### src/logic/trace_ctl_pkg.sv
// Package of constants and types for the trace and break control block
package trace_ctl_pkg;
	localparam int ADDR_W = 4;
	localparam int DATA_W = 32;
	localparam int TIME_W = 32;

	// Register offsets (word index on the plain register port)
	localparam logic [ADDR_W-1:0] REG_CONFIG    = 4'h0;
	localparam logic [ADDR_W-1:0] REG_CONTROL   = 4'h1;
	localparam logic [ADDR_W-1:0] REG_STATUS    = 4'h2;
	localparam logic [ADDR_W-1:0] REG_ALLOC     = 4'h3;
	localparam logic [ADDR_W-1:0] REG_ACTIVE    = 4'h4;
	localparam logic [ADDR_W-1:0] REG_LIMIT     = 4'h5;
	localparam logic [ADDR_W-1:0] REG_RESULT    = 4'h6;
	localparam logic [ADDR_W-1:0] REG_CLK_FREQ  = 4'h7;
	localparam logic [ADDR_W-1:0] REG_IBRK_EN   = 4'h8;

	// CONFIG fields
	localparam int CFG_TRACE_INT  = 0;
	localparam int CFG_GROUP_EN   = 1;
	localparam int CFG_ANALYZER   = 2;
	localparam int CFG_USEC_DISP  = 3;
	// CONTROL fields (write-only pulses)
	localparam int CTL_GO         = 0;
	localparam int CTL_HALT       = 1;
	localparam int CTL_MEASURE    = 2;
	// ALLOC fields
	localparam int AL_MODE_LSB    = 0;
	localparam int AL_START_LSB   = 2;
	localparam int AL_END_LSB     = 4;
	localparam int AL_CNT_SRC     = 6;
	localparam int AL_ED_START    = 7;
	localparam int AL_ED_END      = 8;
	localparam int AL_UNIT_LSB    = 9;
	localparam int AL_HALT_LIMIT  = 11;
	localparam int AL_REC_TIME    = 12;
	localparam int AL_BRK_SRC_LSB = 13;
	// ACTIVE fields: resource A, B, C, enable, disable
	localparam int ACT_A = 0;
	localparam int ACT_B = 1;
	localparam int ACT_C = 2;
	localparam int ACT_EN = 3;
	localparam int ACT_DIS = 4;
	localparam int NUM_ACT = 5;

	localparam int NUM_IBRK = 16;
	localparam logic [15:0] ALLOC_RST = 16'h0000;
	localparam logic [NUM_ACT-1:0] ACTIVE_RST = 5'h00;

	// Microsecond tick from the 20 MHz core clock
	localparam int CLK_HZ = 20_000_000;
	localparam int US_PER_TICK = 1;
	localparam int US_CYC = CLK_HZ / 1_000_000 * US_PER_TICK;
	// Frequency gate window in milliseconds
	localparam int GATE_MS = 1;
	localparam int GATE_CYC = CLK_HZ / 1000 * GATE_MS;

	typedef enum logic [1:0] {MODE_BRK_TRACE, MODE_COUNTER, MODE_TIMER} alloc_mode_t;
	typedef enum logic [1:0] {SRC_A, SRC_B, SRC_C} evt_src_t;
	typedef enum logic [1:0] {UNIT_TSTATE, UNIT_MCYCLE, UNIT_USEC} time_unit_t;
	typedef enum logic [1:0] {RUN_BREAK, RUN_RUNNING, RUN_PSEUDO} run_state_t;
endpackage

### src/logic/perf_meter.sv
// Timer and counter engine for the performance modes
`timescale 1ns/1ps
module perf_meter
	import trace_ctl_pkg::*;
#(
	parameter int W = TIME_W
) (
	input  wire logic         clk,
	input  wire logic         rst_n,
	input  wire logic         run,
	input  wire alloc_mode_t  mode,
	input  wire logic         start_evt,
	input  wire logic         end_evt,
	input  wire logic         count_evt,
	input  wire logic         tick,
	input  wire logic [W-1:0] limit,
	input  wire logic         halt_en,
	output logic [W-1:0]      result,
	output logic              done,
	output logic              over
);
	logic [W-1:0] acc_r;
	logic         busy_r;
	logic         is_tmr;
	logic         is_cnt;
	logic         inc;
	logic [W-1:0] acc_nxt;

	assign is_tmr = (mode == MODE_TIMER);
	assign is_cnt = (mode == MODE_COUNTER);
	assign inc    = busy_r & ((is_tmr & tick) | (is_cnt & count_evt));
	// A tick landing with the end event still belongs to the span, else results run one short
	assign acc_nxt = acc_r + {{(W-1){1'b0}}, inc};

	always_ff @(posedge clk or negedge rst_n) begin
		if (!rst_n) begin
			acc_r  <= '0;
			busy_r <= 1'b0;
			result <= '0;
			done   <= 1'b0;
			over   <= 1'b0;
		end else begin
			done <= 1'b0;
			over <= 1'b0;
			if (!run || !(is_tmr || is_cnt)) begin
				busy_r <= 1'b0;
			end else if (!busy_r && start_evt) begin
				busy_r <= 1'b1;
				acc_r  <= '0;
			end else if (busy_r && end_evt) begin
				busy_r <= 1'b0;
				result <= acc_nxt;
				done   <= 1'b1;
				over   <= is_tmr & halt_en & (acc_nxt > limit);
			end else if (inc) begin
				acc_r <= acc_nxt;
			end
		end
	end
endmodule

### src/logic/trace_break_ctl.sv
// Trace, trigger and break control of the emulator for the target bus
// Functional notes
// - Ignore mode drops internal and refresh cycles
// - Traced mode keeps them if otherwise qualified
// - Group break starts and stops units together; a unit in pseudo-halt ignores the group start
// - Group start/stop passes down a daisy chain; chain_out sends only this unit's own start/stop, and chain_in is not forwarded
// - Emulator mode halts CPU on break or halt
// - Analyzer mode keeps CPU running, pseudo-halt
// - Analyzer to emulator when stopped halts CPU
// - Analyzer run attaches trace, break detaches
// - No register view in analyzer when stopped
// - Measure target clock, convert T states to us
// - Resource acts only once activated
// - Default gives trace, trigger, breakpoint, 16 ibreaks
// - Three modes, break/trace first, mode retained
// - Break/trace mode uses B for instruction breaks
// - Timer measures from start to end event
// - Enable/disable may gate timer start or end
// - Timer writes each time into trace memory
// - Timer may halt when time exceeds limit
// - Timer unit: T states, machine cycles, us
// - Counter counts A or B occurrences
// - Enable starts and disable ends counting
// - Enable/disable windows A or B
//
// The placing of the registers and the plain strobed port were left to the implementer.
`timescale 1ns/1ps
module trace_break_ctl
	import trace_ctl_pkg::*;
#(
	parameter int GATE_CYCLES = GATE_CYC
) (
	input  wire logic              core_clk,
	input  wire logic              rst_n,
	input  wire logic [ADDR_W-1:0] reg_addr,
	input  wire logic [DATA_W-1:0] reg_wdata,
	input  wire logic              reg_wr,
	input  wire logic              reg_rd,
	output logic      [DATA_W-1:0] reg_rdata,
	input  wire logic              bus_cycle,
	input  wire logic              bus_internal,
	input  wire logic              bus_refresh,
	input  wire logic              bus_fetch,
	input  wire logic              bus_as,
	input  wire logic              tgt_clk_tick,
	input  wire logic              match_a,
	input  wire logic              match_b,
	input  wire logic              match_c,
	input  wire logic              match_en,
	input  wire logic              match_dis,
	input  wire logic [NUM_IBRK-1:0] ibrk_hit,
	input  wire logic              viol_break,
	input  wire logic              chain_in,
	output logic                   chain_out,
	output logic                   cpu_halt,
	output logic                   trace_attach,
	output logic                   trace_wr,
	output logic                   trace_trigger,
	output logic                   time_wr,
	output logic      [TIME_W-1:0] time_data,
	output logic                   regs_visible
);
	logic rs1_r, rs_r;
	always_ff @(posedge core_clk or negedge rst_n) begin
		if (!rst_n) begin
			rs1_r <= 1'b0;
			rs_r  <= 1'b0;
		end else begin
			rs1_r <= 1'b1;
			rs_r  <= rs1_r;
		end
	end

	logic [3:0]          cfg_r;
	logic [15:0]         alloc_r;
	logic [NUM_ACT-1:0]  active_r;
	logic [TIME_W-1:0]   limit_r;
	logic [NUM_IBRK-1:0] ibrk_en_r;
	logic [TIME_W-1:0]   freq_r;
	run_state_t          run_r;
	logic                chain_in_r;

	wire wr_cfg   = reg_wr & (reg_addr == REG_CONFIG);
	wire wr_ctl   = reg_wr & (reg_addr == REG_CONTROL);
	wire wr_alloc = reg_wr & (reg_addr == REG_ALLOC);
	wire wr_act   = reg_wr & (reg_addr == REG_ACTIVE);
	wire wr_lim   = reg_wr & (reg_addr == REG_LIMIT);
	wire wr_ibrk  = reg_wr & (reg_addr == REG_IBRK_EN);
	wire go_req   = wr_ctl & reg_wdata[CTL_GO];
	wire halt_req = wr_ctl & reg_wdata[CTL_HALT];
	wire meas_req = wr_ctl & reg_wdata[CTL_MEASURE];

	wire analyzer = cfg_r[CFG_ANALYZER];
	wire group_en = cfg_r[CFG_GROUP_EN];
	alloc_mode_t mode;
	evt_src_t    start_src, end_src;
	time_unit_t  unit;
	evt_src_t    brk_src;
	assign mode      = alloc_mode_t'(alloc_r[AL_MODE_LSB +: 2]);
	assign start_src = evt_src_t'(alloc_r[AL_START_LSB +: 2]);
	assign end_src   = evt_src_t'(alloc_r[AL_END_LSB +: 2]);
	assign unit      = time_unit_t'(alloc_r[AL_UNIT_LSB +: 2]);
	assign brk_src   = evt_src_t'(alloc_r[AL_BRK_SRC_LSB +: 2]);

	// Unused encodings fall back to break/trace so the mode is always one of three
	wire mode_ok = (alloc_r[AL_MODE_LSB +: 2] != 2'h3);

	// Cycles of interest: internal and refresh cycles gated by the config bit
	wire side_cycle = bus_internal | bus_refresh;
	wire cyc_ok = bus_cycle & (~side_cycle | cfg_r[CFG_TRACE_INT]);

	// Resources count only when activated
	wire ra  = cyc_ok & match_a & active_r[ACT_A];
	wire rb  = cyc_ok & match_b & active_r[ACT_B];
	wire rc  = cyc_ok & match_c & active_r[ACT_C];
	wire ren = cyc_ok & match_en & active_r[ACT_EN];
	wire rds = cyc_ok & match_dis & active_r[ACT_DIS];

	// Enable/disable window; enable-only when disable inactive, always open when enable inactive
	logic win_r;
	wire win_open = win_r | ~active_r[ACT_EN];
	wire ed_any   = active_r[ACT_EN] | active_r[ACT_DIS];
	wire qual     = ~ed_any | win_open;

	function automatic logic pick(evt_src_t s, logic a, logic b, logic c);
		unique case (s)
			SRC_A:   pick = a;
			SRC_B:   pick = b;
			SRC_C:   pick = c;
			default: pick = 1'b0;
		endcase
	endfunction

	wire t_start = pick(start_src, ra, rb, rc) & (~alloc_r[AL_ED_START] | qual);
	wire t_end   = pick(end_src, ra, rb, rc) & (~alloc_r[AL_ED_END] | qual);
	wire is_cnt  = mode_ok & (mode == MODE_COUNTER);
	wire p_start = is_cnt ? ren : t_start;
	wire p_end   = is_cnt ? rds : t_end;
	wire p_count = (alloc_r[AL_CNT_SRC] ? rb : ra) & qual;

	// Break/trace: trigger, hardware breakpoint, instruction breakpoints on B
	wire is_bt    = ~mode_ok | (mode == MODE_BRK_TRACE);
	wire hw_brk   = is_bt & pick(brk_src, ra, rb, rc) & qual;
	wire ib_brk   = is_bt & bus_fetch & active_r[ACT_B] & |(ibrk_hit & ibrk_en_r);
	wire trig_now = is_bt & (ra | rc) & qual;
	wire tq       = cyc_ok & (active_r[ACT_A] ? (match_a & qual) : qual);

	// Timer ticks
	logic [4:0] us_cnt_r;
	wire us_tick = (us_cnt_r == 5'(US_CYC - 1));
	logic tick;
	always_comb begin
		unique case (unit)
			UNIT_TSTATE: tick = tgt_clk_tick;
			UNIT_MCYCLE: tick = bus_as;
			UNIT_USEC:   tick = us_tick;
			default:     tick = 1'b0;
		endcase
	end

	logic [TIME_W-1:0] p_result;
	logic              p_done;
	logic              p_over;
	perf_meter #(.W(TIME_W)) u_meter (
		.clk       (core_clk),
		.rst_n     (rs_r),
		.run       (run_r != RUN_BREAK),
		.mode      (mode_ok ? mode : MODE_BRK_TRACE),
		.start_evt (p_start),
		.end_evt   (p_end),
		.count_evt (p_count),
		.tick      (tick),
		.limit     (limit_r),
		.halt_en   (alloc_r[AL_HALT_LIMIT]),
		.result    (p_result),
		.done      (p_done),
		.over      (p_over)
	);

	// Any stop cause; group partners stop us through the chain
	wire local_brk = hw_brk | ib_brk | viol_break | p_over | halt_req;
	wire grp_stop  = group_en & chain_in_r & (run_r != RUN_BREAK);
	wire grp_go    = group_en & chain_in_r & (run_r == RUN_BREAK);
	wire stop_now  = (run_r == RUN_RUNNING) & (local_brk | grp_stop);
	wire start_now = (run_r != RUN_RUNNING) & (go_req | grp_go);
	wire new_analyzer = wr_cfg ? reg_wdata[CFG_ANALYZER] : analyzer;

	// Frequency measure: count target clocks in a fixed gate window
	logic [TIME_W-1:0] gate_r, fcnt_r;
	logic              meas_r;
	// The tick of the closing gate cycle counts too, so the window spans the full gate
	wire [TIME_W-1:0] fcnt_nxt = fcnt_r + {{(TIME_W-1){1'b0}}, tgt_clk_tick};

	always_ff @(posedge core_clk or negedge rs_r) begin
		if (!rs_r) begin
			cfg_r     <= 4'h0;
			alloc_r   <= ALLOC_RST;
			active_r  <= ACTIVE_RST;
			limit_r   <= '0;
			ibrk_en_r <= '0;
		end else begin
			if (wr_cfg)   cfg_r     <= reg_wdata[3:0];
			if (wr_alloc) alloc_r   <= reg_wdata[15:0];
			if (wr_act)   active_r  <= reg_wdata[NUM_ACT-1:0];
			if (wr_lim)   limit_r   <= reg_wdata[TIME_W-1:0];
			if (wr_ibrk)  ibrk_en_r <= reg_wdata[NUM_IBRK-1:0];
		end
	end

	always_ff @(posedge core_clk or negedge rs_r) begin
		if (!rs_r) begin
			win_r    <= 1'b0;
			us_cnt_r <= 5'h00;
			meas_r   <= 1'b1;
			gate_r   <= '0;
			fcnt_r   <= '0;
			freq_r   <= '0;
			chain_in_r <= 1'b0;
		end else begin
			chain_in_r <= chain_in;
			if (ren) win_r <= 1'b1;
			else if (rds) win_r <= 1'b0;
			us_cnt_r <= us_tick ? 5'h00 : us_cnt_r + 5'h01;
			if (meas_req) begin
				meas_r <= 1'b1;
				gate_r <= '0;
				fcnt_r <= '0;
			end else if (meas_r) begin
				gate_r <= gate_r + 1'b1;
				fcnt_r <= fcnt_nxt;
				if (gate_r == TIME_W'(GATE_CYCLES - 1)) begin
					freq_r <= fcnt_nxt;
					meas_r <= 1'b0;
				end
			end
		end
	end

	// Run state and outputs
	always_ff @(posedge core_clk or negedge rs_r) begin
		if (!rs_r) begin
			run_r         <= RUN_BREAK;
			cpu_halt      <= 1'b1;
			trace_attach  <= 1'b0;
			chain_out     <= 1'b0;
			trace_wr      <= 1'b0;
			trace_trigger <= 1'b0;
			time_wr       <= 1'b0;
			time_data     <= '0;
			regs_visible  <= 1'b1;
		end else begin
			if (start_now) begin
				run_r <= RUN_RUNNING;
				cpu_halt <= 1'b0;
				trace_attach <= 1'b1;
			end else if (stop_now) begin
				run_r <= analyzer ? RUN_PSEUDO : RUN_BREAK;
				cpu_halt <= ~analyzer;
				trace_attach <= 1'b0;
			end else if (run_r == RUN_PSEUDO && !new_analyzer) begin
				run_r <= RUN_BREAK;
				cpu_halt <= 1'b1;
			end
			// Pulse the chain on our own start or stop so partners follow
			chain_out <= group_en & ((go_req & (run_r != RUN_RUNNING)) |
				((run_r == RUN_RUNNING) & local_brk));
			trace_wr <= trace_attach & tq & ~(mode_ok & (mode == MODE_TIMER) &
				alloc_r[AL_REC_TIME]);
			trace_trigger <= trace_attach & trig_now;
			time_wr   <= trace_attach & p_done & alloc_r[AL_REC_TIME];
			time_data <= p_result;
			regs_visible <= ~(new_analyzer & ~start_now & (run_r != RUN_RUNNING | stop_now)) &
				~((run_r == RUN_RUNNING) & ~stop_now) & ~start_now;
		end
	end

	// Read mux
	logic [DATA_W-1:0] rd_mux;
	always_comb begin
		unique case (reg_addr)
			REG_CONFIG:   rd_mux = {28'h0000000, cfg_r};
			REG_STATUS:   rd_mux = {29'h00000000, meas_r, run_r};
			REG_ALLOC:    rd_mux = {16'h0000, alloc_r};
			REG_ACTIVE:   rd_mux = {27'h0000000, active_r};
			REG_LIMIT:    rd_mux = limit_r;
			REG_RESULT:   rd_mux = p_result;
			REG_CLK_FREQ: rd_mux = freq_r;
			REG_IBRK_EN:  rd_mux = {16'h0000, ibrk_en_r};
			default:      rd_mux = 32'h00000000;
		endcase
	end

	always_ff @(posedge core_clk or negedge rs_r) begin
		if (!rs_r) reg_rdata <= '0;
		else reg_rdata <= reg_rd ? rd_mux : 32'h00000000;
	end
endmodule

### config.mk
export PLATFORM = sky130hd
export DESIGN_NAME = trace_break_ctl
export DESIGN_NICKNAME = d
export VERILOG_FILES = /design/src/logic/trace_ctl_pkg.sv /design/src/logic/perf_meter.sv /design/src/logic/trace_break_ctl.sv
export SDC_FILE = /design/constraint.sdc
export NUM_CORES = 1
export LEC_CHECK = 0
export BUFFER_PORTS_ARGS = -buffer_cell sky130_fd_sc_hd__clkbuf_2
export CAP_MARGIN = 20
export CORE_UTILIZATION = 24
export CTS_CLUSTER_DIAMETER = 100
export DETAILED_ROUTE_END_ITERATION = 12
export PLACE_DENSITY_LB_ADDON = 0.2
export SYNTH_ARGS = -nofsm -noshare
export SYNTH_HDL_FRONTEND = slang
export SYNTH_SLANG_ARGS = --single-unit
### constraint.sdc
create_clock -name core_clk -period 24.6 [get_ports core_clk]
set_clock_uncertainty 0.2 [all_clocks]
set_input_delay 2.46 -clock core_clk [delete_from_list [all_inputs] [get_ports core_clk]]
set_output_delay 2.46 -clock core_clk [all_outputs]
set_load 0.005 [all_outputs]
==> results, run 1 <==
- The run finished with clean final reports.
- Port buffering added 139 buffers.
- The overall die area is 0.0645 mm2.
- The later-pin clock latency in the skew report is 560 ps.
- The worst setup path is launched from an input port.
- The region available for standard cell placement spans 0.0622 mm2.
- The worst endpoint data arrival time is 7580 ps.
- The worst setup path is captured at a flip-flop.
- During I/O placement, the number of pins put on the boundary was 140.
- The post-layout total power is 0.00136 W.
- The estimated wirelength of the detail-placed design is 33,900 um.
- The async set or reset register ratio after synthesis is 100%.
- For this run, the register share of the synthesized area comes to 52.4%.
- The smallest clock period supported by the final layout is computed as 7350 ps.
- The global routing's busiest layer is met2.
- The classification of the worst setup path is input port to flip-flop.
- TritonCTS built the clock tree.
- The die is 254 um tall.
- Setup repair after global routing left no endpoint under its margin.
- IR analysis of the VDD net gives a maximum drop of 42.7 uV.
- The clock input transition at the sequential cells of the worst setup and hold paths is 60 ps.
- For this block, the routed nets add up to 46,200 um of wire.
- Counting flops and latches in the post-synthesis netlist gives 319.
- The number of setup violations in the final report is 0.
- The count of flip-flops with a built-in enable after synthesis is 0.
- The number of rows created at floorplan is 91.
- The fraction of met1 tracks used by global routing is 19.6%.
- The met3 layer usage reported by global route is 2.24%.
- The number of hold violations in the final report is 0.
- The H-tree depth is 2.
- The total negative slack for setup checks is 0 ps.
- At the pin with the least slew margin, the transition time is 1020 ps.
- The routed via count divided by cell count is 4.56.
- Counting every sink on the clock net gives 319.
- The highest fanout seen on the critical path is 6.
- Summed over all instances, the cell type with the most area after synthesis is sky130_fd_sc_hd__dfrtp_1.
- Among all flip-flop cells after synthesis, the most frequent one is sky130_fd_sc_hd__dfrtp_1.
- The via count of the first global-routing pass is 11,654.
- For this run, design rule violations remaining after detail routing come to 0.
- By area the synthesized netlist is led by sky130_fd_sc_hd__dfrtp_1 (52%), sky130_fd_sc_hd__mux2_2 (5.5%), sky130_fd_sc_hd__nand2_1 (3.8%), sky130_fd_sc_hd__nor2_1 (3.6%), sky130_fd_sc_hd__ha_1 (3.3%).
- The final count of pins violating max slew is 0.
- The maximum buffer depth of the clock tree is 3.
- The post-cts gate resize count is 0.
- The peak per-stage delay on the critical path is 610 ps.
- The initial detailed-routing violation count is 675.
- The cell count after synthesis came out at 1,469.
- The cell occurring most often along the worst timing path is sky130_fd_sc_hd__ha_1.
- The routed layout has 11,201 vias.
- The number of iterations in the first detailed-routing pass is 5.
- The remaining antenna violation count is 0.
- The number of setup buffers added after CTS is 0.
- The largest net degree at the start of global routing is 75.
- The fraction of the cycle the final worst path needs is 29.9%.
- The areal power density over the cells is 75.5 mW/mm2.
- Counting distinct cell types in the post-synthesis netlist gives 65.
- In this run the tightest slew margin relative to its limit is 32.1%.
- The die is 254 um wide.
- The peak clock frequency supported by timing is 136 MHz.
- In the final routed layout, each cell accounts on average for 18.8 um.
- The max capacitance violation total is 0.
- The effective utilization at floorplan is 24.5%.
- The reported leakage power is 8.22 nW.
- The initial antenna violation count is 0.
- Global routing used 14.6% of the available tracks.
- The global route total overflow is 0.
- A synthesized cell averages 10.4 um2.
- Traced cell by cell, the critical path runs through clkbuf_2 -> o21bai_1 -> and2_1 -> a41o_1 -> and2_1 -> ha_1 -> ha_1 -> nand4_2 -> or4_4 -> or3_4 -> nor2_1 -> xnor2_1 -> inv_1 -> ha_1 -> and4_1 -> nand3_1 -> or4_1 -> or4_1 -> nand4_1 -> a21oi_1.
- The cell area after synthesis is 0.0152 mm2.
- For this run, global-route usage on met2 was measured as 24.3%.
- The class of the tightest hold or removal check is flip-flop to flip-flop.
- The worst-path cell with the longest stage delay is sky130_fd_sc_hd__or4_1.
- When the netlist entered floorplanning its net count stood at 1,578.
- After clock tree synthesis, the flow added hold-fix buffers numbering 0.
- The first global-routing pass estimated 71,800 um of wire.
- The clock tree root driver cell is sky130_fd_sc_hd__clkbuf_16.
- The ratio of cells with drive above 1 in the final layout is 19.6%.
- Buffers inserted during clock tree synthesis total 38.
- For the worst setup path, the data required time is 24,830 ps.
- In the final design database the tool counted 1,700 nets.
- The share of Yosys cell area claimed by the top area cell type is 51.9%.
- From synthesis to final layout, the design area changed by 18.5%.
- The total of warnings raised by yosys is 0.
- At the end of routability-driven placement, the weighted congestion stood at 0.867.
==> worst paths after layout <==
check | startpoint | end | slack (ps) | cells after the start
setup / recovery | bus_refresh | u_meter.over | 17250 | 20
hold / removal | rs1_r | rs_r | 150 | 0
setup reg to reg | cfg_r[0] | u_meter.over | 18670 | 19
hold reg to reg | rs1_r | rs_r | 150 | 0
max in group asynchronous | rs_r | fcnt_r[23] | 21840 | 2
min in group asynchronous | rs_r | u_meter.result[2] | 180 | 0
==> state kept, by name, summed over array words and instances (netlist names), 32 cells and up <==
register        flops
limit_r            32
u_meter.acc_r      32
freq_r             32
reg_rdata          32
fcnt_r             32
gate_r             32
time_data          32
u_meter.result     32
==> synthesized netlist by cell type (4+ instances only) <==
cell type and count:
sky130_fd_sc_hd__or2_2 5, sky130_fd_sc_hd__o31ai_1 4, sky130_fd_sc_hd__a22o_1 23, sky130_fd_sc_hd__or3_1 15, sky130_fd_sc_hd__nand2_1 153, sky130_fd_sc_hd__nor2_1 148, sky130_fd_sc_hd__nor2b_1 7, sky130_fd_sc_hd__o21a_1 4
sky130_fd_sc_hd__nor3_1 16, sky130_fd_sc_hd__nand2b_1 4, sky130_fd_sc_hd__a31oi_1 6, sky130_fd_sc_hd__xor2_1 51, sky130_fd_sc_hd__and4_1 9, sky130_fd_sc_hd__dfrtp_1 316, sky130_fd_sc_hd__buf_1 11, sky130_fd_sc_hd__a221oi_1 20
sky130_fd_sc_hd__and3_1 22, sky130_fd_sc_hd__and2_1 5, sky130_fd_sc_hd__nand4_1 31, sky130_fd_sc_hd__mux2_2 74, sky130_fd_sc_hd__xnor2_1 56, sky130_fd_sc_hd__ha_1 40, sky130_fd_sc_hd__o211ai_1 8, sky130_fd_sc_hd__buf_2 5
sky130_fd_sc_hd__inv_1 56, sky130_fd_sc_hd__o21ai_0 91, sky130_fd_sc_hd__a21o_1 8, sky130_fd_sc_hd__mux2i_1 45, sky130_fd_sc_hd__nor4_1 9, sky130_fd_sc_hd__clkbuf_1 52, sky130_fd_sc_hd__a21oi_1 61, sky130_fd_sc_hd__nand3_1 61
==> layout by cell type (no fill, tap or decap), types with 4 or more instances in the layout <==
cell / count
sky130_fd_sc_hd__dfrtp_1: 315
sky130_fd_sc_hd__nand2_1: 153
sky130_fd_sc_hd__nor2_1: 146
sky130_fd_sc_hd__clkbuf_2: 139
sky130_fd_sc_hd__o21ai_0: 91
sky130_fd_sc_hd__mux2_2: 74
sky130_fd_sc_hd__a21oi_1: 61
sky130_fd_sc_hd__nand3_1: 60
sky130_fd_sc_hd__xnor2_1: 56
sky130_fd_sc_hd__inv_1: 56
sky130_fd_sc_hd__xor2_1: 51
sky130_fd_sc_hd__mux2i_1: 45
sky130_fd_sc_hd__ha_1: 40
sky130_fd_sc_hd__clkbuf_16: 39
sky130_fd_sc_hd__nand4_1: 31
sky130_fd_sc_hd__a22o_1: 23
sky130_fd_sc_hd__and3_1: 22
sky130_fd_sc_hd__a221oi_1: 20
sky130_fd_sc_hd__nor3_1: 16
sky130_fd_sc_hd__or3_1: 15
sky130_fd_sc_hd__buf_4: 14
sky130_fd_sc_hd__and4_1: 9
sky130_fd_sc_hd__nor4_1: 9
sky130_fd_sc_hd__a21o_1: 8
sky130_fd_sc_hd__o211ai_1: 8
sky130_fd_sc_hd__clkbuf_8: 8
sky130_fd_sc_hd__nor2b_1: 7
sky130_fd_sc_hd__clkbuf_1: 7
sky130_fd_sc_hd__a31oi_1: 6
sky130_fd_sc_hd__or2_2: 5
sky130_fd_sc_hd__nand2b_1: 4
sky130_fd_sc_hd__and2_1: 4
sky130_fd_sc_hd__o21a_1: 4
sky130_fd_sc_hd__o31ai_1: 4
sky130_fd_sc_hd__clkinvlp_4: 4
==> metal layers <==
layer / wire length [um] / up-vias
li1: - / 5370
met1: 21400 / 5621
met2: 22400 / 154
met3: 1380 / 56
met4: 1070 / 0
met5: 0 / -
==> cells by family (layout without fill, tap and decap cells) <==
group / Yosys count / in the layout / synth area share (%)
AOI/OAI and AO/OA: 250 / 250 / 10.4
buffers and inverters: 128 / 275 / 3.26
xor gates and xnor gates: 108 / 108 / 6.26
muxes: 120 / 120 / 8.58
DFF: 319 / 319 / 52.4
adders and majority gates: 40 / 40 / 3.29
other: 1 / 2 / 0.0246
and+or+nand+nor: 503 / 503 / 15.8
==> worst max-delay path: cells and delay by family <==
family	cells	cell delay (ps)
AND/OR/NAND/NOR	11	3490
adder cells (fa/ha/maj)	3	740
AO/OA/AOI/OAI	3	530
XOR/XNOR	1	190
buffers and inverters	2	160
==> stage by stage <==
stage | hold slack, ps | setup slack, ps | instances | area (um2) | utilization [%]
2_1_floorplan | 131 | 14860 | 1469 | 15200 | -
3_3_place_gp | 135 | 16800 | 2387 | 16800 | 27.0
3_5_place_dp | 141 | 16720 | 2388 | 16800 | 27.1
4_1_cts | 154 | 17290 | 2453 | 18000 | 29.0
5_1_grt | 159 | 17000 | 2453 | 18000 | 29.0
6_report | 152 | 17250 | 2454 | 18000 | 29.0
==> layout make-up <==
type                       count  area (um2)
antenna                        1        2.50
clock buffer                  54        1110
clock inverter                11         101
fill                        6581       44100
inverter                      56         210
multi-input combinational   1022        6770
sequential                   319        7990
tap                          837        1050
timing repair buffer         154         821
==> power by group <==
part | internal, W | switching, W | leakage [nW]
combinational | 0.0000726 | 0.0000977 | 3.40
clock | 0.000325 | 0.000230 | 0.586
sequential | 0.000579 | 0.0000578 | 4.24
total | 0.000977 | 0.000386 | 8.22
Power figures use the tool's default switching activity.
==> inputs of run 2 (changes only) <==
==> constraint.sdc (replaced) <==
create_clock -name core_clk -period 7.7 [get_ports core_clk]
set_clock_uncertainty 0.2 [all_clocks]
set_input_delay 0.77 -clock core_clk [delete_from_list [all_inputs] [get_ports core_clk]]
set_output_delay 0.77 -clock core_clk [all_outputs]
set_load 0.005 [all_outputs]
==> run 2 against run 1 <==
Worst hold slack worse by 100 ps. First-iteration DRC count is 5.3% higher. Global-route usage hardly changed. Sequential share of layout area is 0.18 points lower. Clock power grew to 3.3 times the previous value. Highest routed layer is now met5.
==> results, run 2 (synthesis results as in run 1) <==
- The cell total after placement is 2,385 (-0.13%).
- The worst endpoint data arrival time is 6170 ps (-1410 ps).
- In this run the worst hold path is classified as flip-flop to asynchronous set/reset pin.
- The largest voltage drop on the vdd net was 133 uV (+210%).
- The most critical setup path has its startpoint at us_cnt_r[0].
- The first-pass GRT wire length was 71,500 um (-0.44%).
- The total routing resource utilization after global routing came to 14.6% (-0.045 points).
- The final non-filler cell area came to 0.0181 mm2 (+0.42%).
- The average routed wire per standard cell is 18.7 um (-0.79%).
- The reg-to-reg setup timing slack is 1770 ps (-16,900 ps).
- The routed via count divided by cell count came to 4.58 (+0.36%).
- The total DRC errors in the routed layout is 0 (unchanged).
- The post-cts gate resize count is 0 (unchanged).
- The synthesis-to-layout area growth is 19.0%.
- The peak clock frequency supported by timing is 169 MHz.
- The remaining antenna violation count is 0 (unchanged).
- The clock period could shrink to 5930 ps.
- The total wire length after detailed routing is 46,000 um (-0.63%).
- The count of fill cells added during filler insertion is 6,562 (-0.29%).
- The slew of the pin with the lowest slew margin came to 1090 ps (+75.4 ps).
- The fraction of the cycle the final worst path needs is 77.0%.
- The final count of pins violating max slew is 0 (unchanged).
- The number of hold violations in the final report came to 0 (unchanged).
- The reported leakage power is 8.27 nW (+0.56%).
- The number of iterations in the first detailed-routing pass is 5 (unchanged).
- The final net count was 1,700 (unchanged).
- The areal power density over the cells is 244 mW/mm2 (+220%).
- The largest net degree at the start of global routing is 149 (+99%).
- The via count of the first global-routing pass is 11,705 (+0.44%).
- The tree is rooted in a sky130_fd_sc_hd__clkbuf_16.
- The effective utilization at floorplan was 24.5% (unchanged).
- The die span in y is 254 um (unchanged).
- The die width is 254 um (unchanged).
- The estimated wirelength of the detail-placed design is 33,600 um (-0.74%).
- The core footprint is 0.0622 mm2 (unchanged).
- Leaving out fill and tap cells, the most frequent cells in the layout are sky130_fd_sc_hd__dfrtp_1 (315), sky130_fd_sc_hd__nand2_1 (153), sky130_fd_sc_hd__nor2_1 (146).
- In this run the critical register-to-register path is launched from us_cnt_r[0].
- The maximum buffer depth of the clock tree is 3 (unchanged).
- The number of setup violations in the final report is 0 (unchanged).
- The H-tree depth is 2 (unchanged).
- The global route total overflow came to 0 (unchanged).
- The highest fanout seen on the critical path is 5 (-1).
- The post-route non-filler standard cell count was 2,458 (+0.16%).
- The flow ran to the end, and the final reports show no timing, DRC or antenna violations.
- The core occupancy in the finished layout is 29.2% (+0.12 points).
- The buffers inserted during post-CTS setup optimization was 0 (unchanged).
- TritonCTS built the clock tree.
- The area taken by multi-input logic gates came to 0.00677 mm2 (unchanged).
- The overall die area was 0.0645 mm2 (unchanged).
- The count of inserted antenna diode cells is 0 (-1).
- The max capacitance violation total is 0 (unchanged).
- The boundary pin count is 140 (unchanged).
- The required time reported for the critical path endpoint came to 7940 ps (-16,890 ps).
- The clock input transition at the sequential cells of the worst setup and hold paths is 60 ps (about the same).
- The number of buffer cells added on primary ports is 139 (unchanged).
- The initial detailed-routing violation count came to 711 (+5.3%).
- The initial antenna violation count is 1 (+1).
- The total negative slack for setup checks came to 0 ps (unchanged).
- Setup repair after global routing left no endpoint under its margin.
- The overall via count from detail_route came to 11,260 (+0.53%).
- The total of hold buffers inserted after clock tree synthesis was 1 (+1).
- The worst relative slew slack was 27.3% (-4.9 points).
- The number of rows created at floorplan is 91 (unchanged).
- The library cell used most frequently in the layout, excluding fill and tap cells, is sky130_fd_sc_hd__dfrtp_1.
- The placed standard-cell area was 0.0168 mm2 (-0.13%).
- The ratio of cells with drive above 1 in the final layout is 19.6% (about the same).
- The sequential cell area is 0.00799 mm2 (unchanged).
- The CTS buffer count is 39 (+2.6%).
- The classification of the worst setup path is flip-flop to flip-flop.
- The final weighted congestion in routability-driven placement is 0.831 (-4.2%).
- The post-layout total power is 0.00441 W (+220%).
- The clock sink count is 319 (unchanged).
- The worst setup path is launched from a flip-flop.
- The later-pin clock latency in the skew report was 570 ps (about the same).
- The category of the worst setup path capture point is a flip-flop.
## run 2: cell type report
cell class	count	share of cell area, %
Clock buffer	58	6.34
Tap cell	837	5.78
Sequential cell	319	44.1
Timing Repair Buffer	153	4.57
Multi-Input combinational cell	1022	37.3
Inverter	56	1.16
Clock inverter	13	0.746
## run 2: final timing paths
path                                           to  cells after the start
worst max register to register       u_meter.over                     20
min in group core_clk                  chain_in_r                      1
max in group asynchronous       u_meter.acc_r[10]                      2
worst max-delay path                 u_meter.over                     20
worst min register to register       ibrk_en_r[3]                      0
worst min-delay path                 ibrk_en_r[3]                      0
## run 2: worst max-delay path, cell delays in order (launching register included)
cell                        delay, ps
sky130_fd_sc_hd__dfrtp_1          380
sky130_fd_sc_hd__ha_1             230
sky130_fd_sc_hd__nand4bb_1        190
sky130_fd_sc_hd__o32ai_1          400
sky130_fd_sc_hd__a41o_1           220
sky130_fd_sc_hd__and2_1           170
sky130_fd_sc_hd__ha_1             210
sky130_fd_sc_hd__ha_1             260
sky130_fd_sc_hd__nand4_2          170
sky130_fd_sc_hd__or4_4            590
sky130_fd_sc_hd__or3_4            430
sky130_fd_sc_hd__nor2_1           140
sky130_fd_sc_hd__xnor2_1          170
sky130_fd_sc_hd__inv_1             90
sky130_fd_sc_hd__ha_1             290
sky130_fd_sc_hd__and4_1           210
sky130_fd_sc_hd__nand3_1          130
sky130_fd_sc_hd__or4_1            620
sky130_fd_sc_hd__or4_1            540
sky130_fd_sc_hd__nand4_1          110
sky130_fd_sc_hd__a21oi_1           50
## run 2: stage by stage
step / setup slack, ps / hold slack [ps]
3_3_place_gp: 1600 / 71.1
4_1_cts: 1720 / 64.6
3_5_place_dp: 1510 / 73.3
2_1_floorplan: 2240 / 131
6_report: 1770 / 50.7
5_1_grt: 1450 / 95.3
## run 2: report_power, final
part,switching (W),internal [W],total [W],leakage [nW]
sequential,0.000178,0.00185,0.00203,4.24
clock,0.000739,0.00110,0.00184,0.630
combinational,0.000313,0.000233,0.000546,3.40
total,0.00123,0.00318,0.00441,8.27
## run 2: routing by layer
metal  up-vias  global-route usage [%]  part of all wire [%]
met4         2                    4.89                   2.5
met1      5618                    19.3                    45
li1       5382                       -                     -
met2       197                    24.3                    49
met3        61                    2.05                   3.5
met5         -                       0                 0.020
